[src/srb_consts.svh]
`ifndef SRB_CONSTS_SVH
`define SRB_CONSTS_SVH
// register offsets on the peripheral bus
`define SRB_OFS_CTRL 4'h0
`define SRB_OFS_STAT 4'h1
`define SRB_OFS_DATA 4'h2
`define SRB_OFS_FCNT 4'h3
// status field positions
`define SRB_ST_FULL 7
`define SRB_ST_RSVD 6
`define SRB_ST_TXE 5
`define SRB_ST_OVR 0
// control field positions (interrupt enables)
`define SRB_CT_RXIE 0
`define SRB_CT_TXIE 1
`define SRB_CT_ERIE 2
// reset values
`define SRB_CTRL_RST 8'h00
`define SRB_FCNT_RST 8'h00
`define SRB_DATA_RST 8'h00
`endif

[src/srb_pkg.sv]
package srb_pkg;
  // receive state, gray coded
  typedef enum logic [1:0] {
    SRB_IDLE = 2'b00,
    SRB_SHIFT = 2'b01
  } srb_state_t;
  // sticky status flags
  typedef struct packed {
    logic full;
    logic ovr;
  } srb_flags_t;
  // peripheral bus request
  typedef struct packed {
    logic rd;
    logic wr;
    logic [3:0] addr;
    logic [7:0] wdata;
  } srb_req_t;
endpackage

[src/srb_rx_status.sv]
//////////////////////////////////////////////////////////////////////////////
// Contract
// full flag at status bit 7, reset 0
// completed transfer loads data, sets flag
// flag set means last bit shifted
// transfer ending while full not loaded
// overrun blocks flag rising
// clear needs read-one then write-zero
// dma frame-count reads clear flag
// controller reads clear, except zero-count end-select
// flag sets after frame-count frames received
// three maskable interrupt requests
// status bit 6 reads zero
// registers reached through peripheral bus
// writing one to flag does nothing
//////////////////////////////////////////////////////////////////////////////
`include "srb_consts.svh"
module srb_rx_status
  import srb_pkg::*;
#(
  parameter int DW = 8,
  parameter int FRAMES = 4
) (
  input wire logic clk_in,
  input wire logic sys_rst_in,
  input wire srb_req_t pbus_req_in,
  output logic [7:0] pbus_rdata_out,
  input wire logic dma_rd_in,
  input wire logic xctl_rd_in,
  input wire logic xctl_cnt_zero_in,
  input wire logic xctl_end_sel_in,
  input wire logic tx_empty_in,
  input wire logic mode_fault_in,
  input wire logic sck_in,
  input wire logic ss_n_in,
  input wire logic mosi_in,
  output logic rx_irq_out,
  output logic tx_irq_out,
  output logic err_irq_out
);
  localparam int IW = $clog2(FRAMES);
  localparam int BW = $clog2(DW);

  srb_flags_t flags_reg;
  srb_state_t state_reg;
  logic [7:0] ctrl_reg;
  logic [7:0] fcnt_reg;
  logic [DW-1:0] rx_buf_reg [FRAMES];
  logic [DW-1:0] shift_reg;
  logic [BW-1:0] bit_cnt_reg;
  logic [IW-1:0] wr_idx_reg;
  logic [IW-1:0] rd_idx_reg;
  logic armed_reg;
  logic [2:0] sck_sync_reg;
  logic [1:0] ss_sync_reg, mosi_sync_reg;
  logic sck_rise, frame_done, load_ok, set_full, clr_full, set_ovr;
  logic cpu_rd_data, any_rd_data, last_read, last_frame;
  logic [IW-1:0] frames_m1;

  // last index in use for the configured frame count
  function automatic logic [IW-1:0] last_idx(input logic [7:0] fc);
    last_idx = (fc > 8'(FRAMES - 1)) ? IW'(FRAMES - 1) : fc[IW-1:0];
  endfunction

  //////////////////////////////////////////////////////////////////////////
  // link input synchronisers; stage 0 feeds only stage 1
  always_ff @(posedge clk_in or posedge sys_rst_in) begin
    if (sys_rst_in) begin
      sck_sync_reg <= 3'h0;
      ss_sync_reg <= 2'h3;
      mosi_sync_reg <= 2'h0;
    end else begin
      sck_sync_reg <= {sck_sync_reg[1:0], sck_in};
      ss_sync_reg <= {ss_sync_reg[0], ss_n_in};
      mosi_sync_reg <= {mosi_sync_reg[0], mosi_in};
    end
  end

  assign sck_rise = sck_sync_reg[1] & ~sck_sync_reg[2] & ~ss_sync_reg[1];

  //////////////////////////////////////////////////////////////////////////
  // shift engine: one word per DW sampled clock edges
  always_ff @(posedge clk_in or posedge sys_rst_in) begin
    if (sys_rst_in) begin
      state_reg <= SRB_IDLE;
      shift_reg <= '0;
      bit_cnt_reg <= '0;
    end else begin
      case (state_reg)
        SRB_IDLE: begin
          bit_cnt_reg <= '0;
          if (!ss_sync_reg[1]) begin
            state_reg <= SRB_SHIFT;
          end
        end
        SRB_SHIFT: begin
          if (ss_sync_reg[1]) begin
            state_reg <= SRB_IDLE;
          end else if (sck_rise) begin
            shift_reg <= {shift_reg[DW-2:0], mosi_sync_reg[1]};
            bit_cnt_reg <= (bit_cnt_reg == BW'(DW - 1)) ? '0 :
                           bit_cnt_reg + 1'b1;
          end
        end
        default: state_reg <= SRB_IDLE;
      endcase
    end
  end

  // the received word is complete once its last bit is in
  assign frame_done = (state_reg == SRB_SHIFT) & sck_rise &
                      (bit_cnt_reg == BW'(DW - 1));
  assign load_ok = frame_done & ~flags_reg.full & ~flags_reg.ovr;
  assign frames_m1 = last_idx(fcnt_reg);
  assign last_frame = (wr_idx_reg == frames_m1);
  assign set_full = load_ok & last_frame;
  assign set_ovr = frame_done & flags_reg.full;

  //////////////////////////////////////////////////////////////////////////
  // receive buffer, written only while the flag is low
  always_ff @(posedge clk_in or posedge sys_rst_in) begin
    if (sys_rst_in) begin
      wr_idx_reg <= '0;
      for (int i = 0; i < FRAMES; i++) begin
        rx_buf_reg[i] <= '0;
      end
    end else if (load_ok) begin
      rx_buf_reg[wr_idx_reg] <= {shift_reg[DW-2:0], mosi_sync_reg[1]};
      wr_idx_reg <= last_frame ? '0 : wr_idx_reg + 1'b1;
    end
  end

  //////////////////////////////////////////////////////////////////////////
  // data reads by cpu, dma or transfer controller walk the buffer
  assign cpu_rd_data = pbus_req_in.rd & (pbus_req_in.addr == `SRB_OFS_DATA);
  assign any_rd_data = cpu_rd_data | dma_rd_in | xctl_rd_in;
  assign last_read = (rd_idx_reg == frames_m1);

  always_ff @(posedge clk_in or posedge sys_rst_in) begin
    if (sys_rst_in) begin
      rd_idx_reg <= '0;
    end else if (set_full) begin
      rd_idx_reg <= '0;
    end else if (any_rd_data && flags_reg.full) begin
      rd_idx_reg <= last_read ? '0 : rd_idx_reg + 1'b1;
    end
  end

  // read-then-write clear: arming follows a status read showing one
  always_ff @(posedge clk_in or posedge sys_rst_in) begin
    if (sys_rst_in) begin
      armed_reg <= 1'b0;
    end else if (pbus_req_in.rd && pbus_req_in.addr == `SRB_OFS_STAT) begin
      armed_reg <= flags_reg.full;
    end else if (clr_full || !flags_reg.full) begin // no stale arming
      armed_reg <= 1'b0;
    end
  end

  assign clr_full = flags_reg.full & (
    (pbus_req_in.wr && pbus_req_in.addr == `SRB_OFS_STAT &&
     !pbus_req_in.wdata[`SRB_ST_FULL] && armed_reg) |
    (dma_rd_in & last_read) |
    (xctl_rd_in & last_read & ~(xctl_cnt_zero_in & xctl_end_sel_in)));

  //////////////////////////////////////////////////////////////////////////
  // sticky flags; a set in the clearing cycle wins
  always_ff @(posedge clk_in or posedge sys_rst_in) begin
    if (sys_rst_in) begin
      flags_reg <= '0;
    end else begin
      if (set_full) begin
        flags_reg.full <= 1'b1;
      end else if (clr_full) begin
        flags_reg.full <= 1'b0;
      end
      if (set_ovr) begin
        flags_reg.ovr <= 1'b1;
      end else if (pbus_req_in.wr && pbus_req_in.addr == `SRB_OFS_STAT &&
                   !pbus_req_in.wdata[`SRB_ST_OVR]) begin
        flags_reg.ovr <= 1'b0;
      end
    end
  end

  //////////////////////////////////////////////////////////////////////////
  // control and frame count registers
  always_ff @(posedge clk_in or posedge sys_rst_in) begin
    if (sys_rst_in) begin
      ctrl_reg <= `SRB_CTRL_RST;
      fcnt_reg <= `SRB_FCNT_RST;
    end else if (pbus_req_in.wr) begin
      if (pbus_req_in.addr == `SRB_OFS_CTRL) begin
        ctrl_reg <= pbus_req_in.wdata;
      end
      if (pbus_req_in.addr == `SRB_OFS_FCNT) begin
        fcnt_reg <= pbus_req_in.wdata;
      end
    end
  end

  // registered read data, one cycle after the strobe
  always_ff @(posedge clk_in or posedge sys_rst_in) begin
    if (sys_rst_in) begin
      pbus_rdata_out <= 8'h00;
    end else if (pbus_req_in.rd) begin
      case (pbus_req_in.addr)
        `SRB_OFS_CTRL: pbus_rdata_out <= ctrl_reg;
        `SRB_OFS_STAT: begin
          pbus_rdata_out <= 8'h00;
          pbus_rdata_out[`SRB_ST_FULL] <= flags_reg.full;
          pbus_rdata_out[`SRB_ST_TXE] <= tx_empty_in;
          pbus_rdata_out[`SRB_ST_OVR] <= flags_reg.ovr;
        end
        `SRB_OFS_DATA: pbus_rdata_out <= 8'(rx_buf_reg[rd_idx_reg]);
        `SRB_OFS_FCNT: pbus_rdata_out <= fcnt_reg;
        default: pbus_rdata_out <= 8'h00;
      endcase
    end
  end

  // maskable interrupt requests
  always_ff @(posedge clk_in or posedge sys_rst_in) begin
    if (sys_rst_in) begin
      rx_irq_out <= 1'b0;
      tx_irq_out <= 1'b0;
      err_irq_out <= 1'b0;
    end else begin
      rx_irq_out <= flags_reg.full & ctrl_reg[`SRB_CT_RXIE];
      tx_irq_out <= tx_empty_in & ctrl_reg[`SRB_CT_TXIE];
      err_irq_out <= (flags_reg.ovr | mode_fault_in) &
                     ctrl_reg[`SRB_CT_ERIE];
    end
  end
endmodule // srb_rx_status

[config.mk]
export PLATFORM = sky130hd
export DESIGN_NAME = srb_rx_status
export DESIGN_NICKNAME = d
export VERILOG_FILES = /design/src/srb_pkg.sv /design/src/srb_rx_status.sv
export VERILOG_INCLUDE_DIRS = /design/src
export SDC_FILE = /design/constraint.sdc
export NUM_CORES = 1
export LEC_CHECK = 0
export ABC_AREA = 1
export BUFFER_PORTS_ARGS = -buffer_cell sky130_fd_sc_hd__buf_2
export CAP_MARGIN = 20
export CORE_MARGIN = 1
export CORE_UTILIZATION = 55
export DETAILED_ROUTE_END_ITERATION = 10
export PLACE_DENSITY = 0.72
export SYNTH_ARGS = -nofsm -noshare
export SYNTH_HDL_FRONTEND = slang
export SYNTH_SLANG_ARGS = --single-unit
[constraint.sdc]
create_clock -name clk_in -period 3.75 [get_ports clk_in]
set_input_delay 0.9375 -clock clk_in [delete_from_list [all_inputs] [get_ports clk_in]]
set_output_delay 0.9375 -clock clk_in [all_outputs]
set_load 0.02 [all_outputs]
# Word-level counts from Yosys, hierarchy flattened

Cells that the tools add are included.

Input bits: 25
Bits in latches: 0
Bits in writable memories: 0
Logic and storage cells: 116
Memories: 0
Register bits after elaboration: 85
Bits in read-only memories: 0

Equal/unequal tests: 11
Bitwise gates (word level): 29
$lt $le $gt $ge: 4
Multiplexer cells: 25
Div/mod/pow operators: 0
$mul: 0
Reductions and logical operators: 23
Add/sub/neg operators: 3
Shifts and indexed selects: 0

Operators with widths:

| operator                                                              | number |
|---|---|
| 32-bit bitwise mux                                                    | 1 |
| 8-bit case mux with 4 select lines                                    | 1 |
| 8-bit 2-to-1 mux                                                      | 3 |
| 1-bit bitwise AND                                                     | 17 |
| 8-bit binary-select mux with 2-bit select                             | 1 |
| 8-bit demux with 2-bit select                                         | 1 |
| 2-bit 2-to-1 mux                                                      | 7 |
| 2-bit nonzero test                                                    | 5 |
| 3-bit 2-to-1 mux                                                      | 3 |
| 4-bit by 2-bit == test with 1-bit output (second input constant)      | 2 |
| 8-bit by 2-bit > comparator with 1-bit output (second input constant) | 1 |
| 2-bit inequality test (second input constant)                         | 4 |
| 1-bit logical AND                                                     | 7 |
| 3-bit >= comparator (second input constant)                           | 2 |
| 1-bit 2-to-1 mux                                                      | 6 |
| 2-bit inverter with 3-bit output                                      | 2 |
| 3-bit case mux with 2 select lines                                    | 1 |
| 2-bit AND reduction                                                   | 3 |
| 3-bit AND reduction                                                   | 2 |
| 1-bit inverter                                                        | 5 |
| 1-bit bitwise OR                                                      | 5 |
| 2-bit by 1-bit adder with 2-bit output (second input constant)        | 2 |
| 2-bit == test                                                         | 2 |
| 4-bit by 1-bit == test with 1-bit output (second input constant)      | 1 |
| 9 further kinds                                                       | 11 |

# Longest topological paths before layout

Depth after elaboration: 10
Mapped depth: 10
Mapped depth without buffers: 9

# Least setup slack after synthesis

OpenSTA, ideal clock, no wires.

Path kind: in2reg
Start point: input pbus_req_in[11] (netlist name)
End point: register fcnt_reg[0]
Path slack: 1,846 ps
Library setup time: 121 ps
Required time: 3,629 ps
Stages on the path: 7
Arrival time: 1,784 ps
Path buffers: 1
Path through: nor2_2 inv_1 nor3_4 nand2_4 buf_6 nand2_1 o21ai_1

Cells in the longest elaborated chain, start to end: 2

Ends and longest elaborated chain:

| what                                     | line                 | text |
|---|---|---|
| start, declared                          | srb_rx_status.sv:26  | `input wire srb_req_t pbus_req_in,` |
| 4-bit by 2-bit == test with 1-bit output | -                    |  |
| 2-bit AND reduction (no line)            | -                    |  |
| end signal, assigned                     | srb_rx_status.sv:191 | `` fcnt_reg <= `SRB_FCNT_RST; `` |
| end signal, assigned                     | srb_rx_status.sv:197 | `fcnt_reg <= pbus_req_in.wdata;` |
| end, declared                            | srb_rx_status.sv:47  | `logic [7:0] fcnt_reg;` |

Every way passes these cells.
A chain may end at the register's enable or synchronous reset.

# Worst setup path after layout

Start point: register rd_idx_reg[0]
End point: register pbus_rdata_out[5]

Cells in the longest elaborated chain, start to end: 5

Ends and longest elaborated chain:

| what                                                   | line                 | text |
|---|---|---|
| start, declared                                        | srb_rx_status.sv:52  | `logic [IW-1:0] rd_idx_reg;` |
| start signal, assigned                                 | srb_rx_status.sv:145 | `rd_idx_reg <= last_read ? '0 : rd_idx_reg + 1'b1;` |
| 2-bit inverter with 3-bit output (not written as such) | srb_rx_status.sv:215 | `` `SRB_OFS_DATA: pbus_rdata_out <= 8'(rx_buf_reg[rd_idx_reg]); `` |
| 8-bit binary-select mux with 2-bit select              | srb_rx_status.sv:215 |  |
| 8-bit 2-to-1 mux (not written as such) (2 in series)   | srb_rx_status.sv:215 |  |
| 8-bit case mux with 4 select lines                     | srb_rx_status.sv:207 | `case (pbus_req_in.addr)` |
| end signal, assigned                                   | srb_rx_status.sv:208 | `` `SRB_OFS_CTRL: pbus_rdata_out <= ctrl_reg; `` |
| end signal, assigned                                   | srb_rx_status.sv:215 |  |
| end signal, assigned                                   | srb_rx_status.sv:216 | `` `SRB_OFS_FCNT: pbus_rdata_out <= fcnt_reg; `` |
| end, declared                                          | srb_rx_status.sv:27  | `output logic [7:0] pbus_rdata_out,` |

Every way passes these cells. The select of a mux whose other input is x is not followed.

==> metrics.md <==
| Metric | Value |
|---|---|
| Sequential fraction of the synthesis area | 0.546 |
| Routability cong. | a little under 0.9 |
| CP Capture Type | register |
| Cts hold-fix bufs | 0 |
| Register-to-register setup slack | around 1.6 ns |
| Max incr delay on CP | slightly below 0.8 ns |
| Number of synthesized flops with an enable pin | 0 |
| Die X | 85.7 um |
| Share of layout cells above drive strength 1 | 0.163 |
| Initial Util | 0.567 |
| Vias in the first global route | between 2000 and 3000 |
| Worst Clk Skew | 0.0125 ns |
| Die height | 85.7 um |
| Initial antenna violation count | 0 |
| Gate Count Post-Synth | 443 |
| Num rows | 30 |
| Core area | 0.00679 mm^2 |
| Warnings, synthesis | 0 |
| Vias/cell | 5.19 |
| Crit-path slowest cell | dfrtp_1 |
| CP top delay family | flip-flops |
| Clk buf depth | 2 |
| Syn nets | about 480 |
| Drt initial violations | 205 |
| CP Cell Sequence | inv_1, o21ai_0, nand2_1, nand2_1, nand2_1, o21ai_0, nand2_1 |
| CP max FO | 20 |
| Final wirelength | 8080 um |
| Max IR drop VDD | 0.000299 V |
| CTS buffer count | 9 |
| Critical Path RT | 3.99 ns |
| Diode count | 0 |
| Finished Cell Area | 0.00428 mm^2 |
| Yosys reg bits | 84 |
| Post-cts sizing count | 0 |
| RSZ-0062 raised after global routing | false |
| Die ar. | 0.00734 mm^2 |
| CTS tree | built |
| FMAX | 0.459 GHz |
| Slew margin rel. | 0.511 |
| Count of final setup violators | 0 |
| Final setup TNS | 0 ns |
| Avg Inst Size Synth | 8.70 um^2 |
| H-Tree Depth | 3 |
| Clock sinks | 84 |
| Max-cap violations | 0 |
| Ys async rst share | 1.00 |
| First-pass GRT wire length | 13600 um |
| Total grt overflow | 0 |
| Layout fillers | 607 |
| Main synth FF type | dfrtp_1 |
| Cell mode on critical path | nand2_1 |
| Final worst path period share | 0.581 |
| Setup CP Type | register to register |
| Hold slack | 0.359 ns |
| Largest net degree at the start of global routing | 42 |
| Iteration count of the initial detailed-routing pass | 7 |
| Final Max Slew Viols | 0 |
| Reg2Reg Depth | 7 |
| Pleak | 2.21 nW |
| Number of port buffers | 35 |
| R2r endpoint | pbus_rdata_out[5]$_DFFE_PP0P_ |
| # IOs | 36 |
| Crit path DAT | 2.42 ns |
| Min-delay src | ss_sync_reg[0]$_DFF_PP1_ |
| Buf+Inv Stages, Crit Path | 1 |
| Worst hold path class | register to register |
| Synth area leaders | dfrtp_1 53%, nand2_1 13%, o21ai_0 6.0%, inv_1 3.8%, o21ai_1 3.4% |
| GR Util All Layers | 0.243 |
| Startpoint Class | register |
| Vias | around 3000 |
| Post-synth top area share | 0.533 |
| Dpl hpwl | ~5600 um |
| Wire per inst | roughly 14 um |
| PD cells | 535 mW/mm^2 |
| Critical Path Start | rd_idx_reg[0]$_DFFE_PP0P_ |
| Nets | 512 |
| Slew @ Worst Pin | 0.733 ns |
| Worst reg2reg path startpoint | rd_idx_reg[0]$_DFFE_PP0P_ |
| Clock-pin slew on the worst setup and hold paths | about 0.08 ns |
| Synth-to-layout area growth | 11.2% |
| Synth unique cells | 29 |
| Status | finished, final reports clean |
| Mapped cell area | 0.00385 mm^2 |
| Placed Instance Area | 0.00409 mm^2 |
| Root buffer cell | clkbuf_8 |
| Dominant cell type by area after synthesis | dfrtp_1 |
| # DRC | 0 |
| Setup Buffers After CTS | 0 |
| Worst-skew pair later-pin latency | roughly 0.36 ns |
| Tmin final | 2.18 ns |
| Max FFs per register | 32 |
| Hold EP | ss_sync_reg[1]$_DFF_PP1_ |
| Hold-critical path depth | 0 |
| ANT nets after route | 0 |
| Hold Fails Final Rpt | 0 |
-- metrics by stage --
stage	cells	total power [W]	utilization	setup slack, ns
2_1_floorplan	443	0.00149	-	0.651
4_1_cts	581	0.00230	0.630	1.62
3_3_place_gp	565	0.00163	0.601	1.62
3_5_place_dp	565	0.00165	0.601	1.61
6_report	581	0.00229	0.630	1.57
5_1_grt	581	0.00243	0.630	1.39
-- how the worst max path moves through the flow --
stage          cells past startpoint  slack [ns]                             to
2_1_floorplan                      1        0.65          armed_reg$_DFFE_PP0P_
3_3_place_gp                       8        1.62  pbus_rdata_out[1]$_DFFE_PP0P_
3_5_place_dp                       7        1.61        fcnt_reg[3]$_DFFE_PP0P_
4_1_cts                            7        1.62  pbus_rdata_out[5]$_DFFE_PP0P_
5_1_grt                            7        1.39  pbus_rdata_out[5]$_DFFE_PP0P_
6_report                           7        1.57  pbus_rdata_out[5]$_DFFE_PP0P_
-- final cells by class --
cell class	count	area (um^2)	area share
inverter	44	171	0.0400
multi-input combinational	303	1490	0.348
sequential	84	2100	0.491
clock buffer	9	124	0.0289
timing repair buffer	38	198	0.0462
clock inverter	7	73.8	0.0172
tap	96	120	0.0280
-- cell usage after synthesis, types with 5 or more instances --
cell,number
nand2_1,137
dfrtp_1,82
o21ai_0,46
inv_1,39
nor2_1,30
o21ai_1,26
nand3_1,21
o21ai_2,8
ha_1,7
buf_6,5
nand2_4,5
o22ai_1,5
-- worst register-to-register path, stage by stage, from the launching register on --
cell,delay (ns)
dfrtp_1,0.78
inv_1,0.44
o21ai_0,0.27
nand2_1,0.11
nand2_1,0.08
nand2_1,0.06
o21ai_0,0.22
nand2_1,0.09
-- cell usage in the layout (no fill, tap or decap), drive strengths merged, types with 2 or more instances in the layout --
cell	count
nor2	32
clkbuf	9
nor3	4
clkinv	7
o21ai	80
dfrtp	82
nand2	142
nand4	4
ha	7
buf	38
o22ai	5
nand3	23
dfstp	2
a21oi	3
inv	42
-- kinds of logic after synthesis --
kind of cell / after synthesis / share of synthesized area
and+or+nand+nor: 205 / 0.234
AOI/OAI and AO/OA: 89 / 0.126
adders and majority gates: 7 / 0.0227
DFF: 84 / 0.546
xor gates and xnor gates: 2 / 0.00455
buffers and inverters: 56 / 0.0666
-- where the power goes --
| part | internal, W | switching (W) |
|---|---|---|
| Clock | 0.000311 | 0.000340 |
| Combinational | 0.000169 | 0.000330 |
| Sequential | 0.00101 | 0.000128 |
| Total | 0.00149 | 0.000798 |
-- per-layer routing --
metal | vias to the layer above | share of wire | GRT usage
met3 | 14 | 0.048 | 0.0443
met4 | 0 | 0.020 | 0.112
met2 | 86 | 0.45 | 0.359
li1 | 1502 | - | -
met1 | 1412 | 0.48 | 0.351
met5 | - | 0 | 0
(Power assumes the default switching activity.)
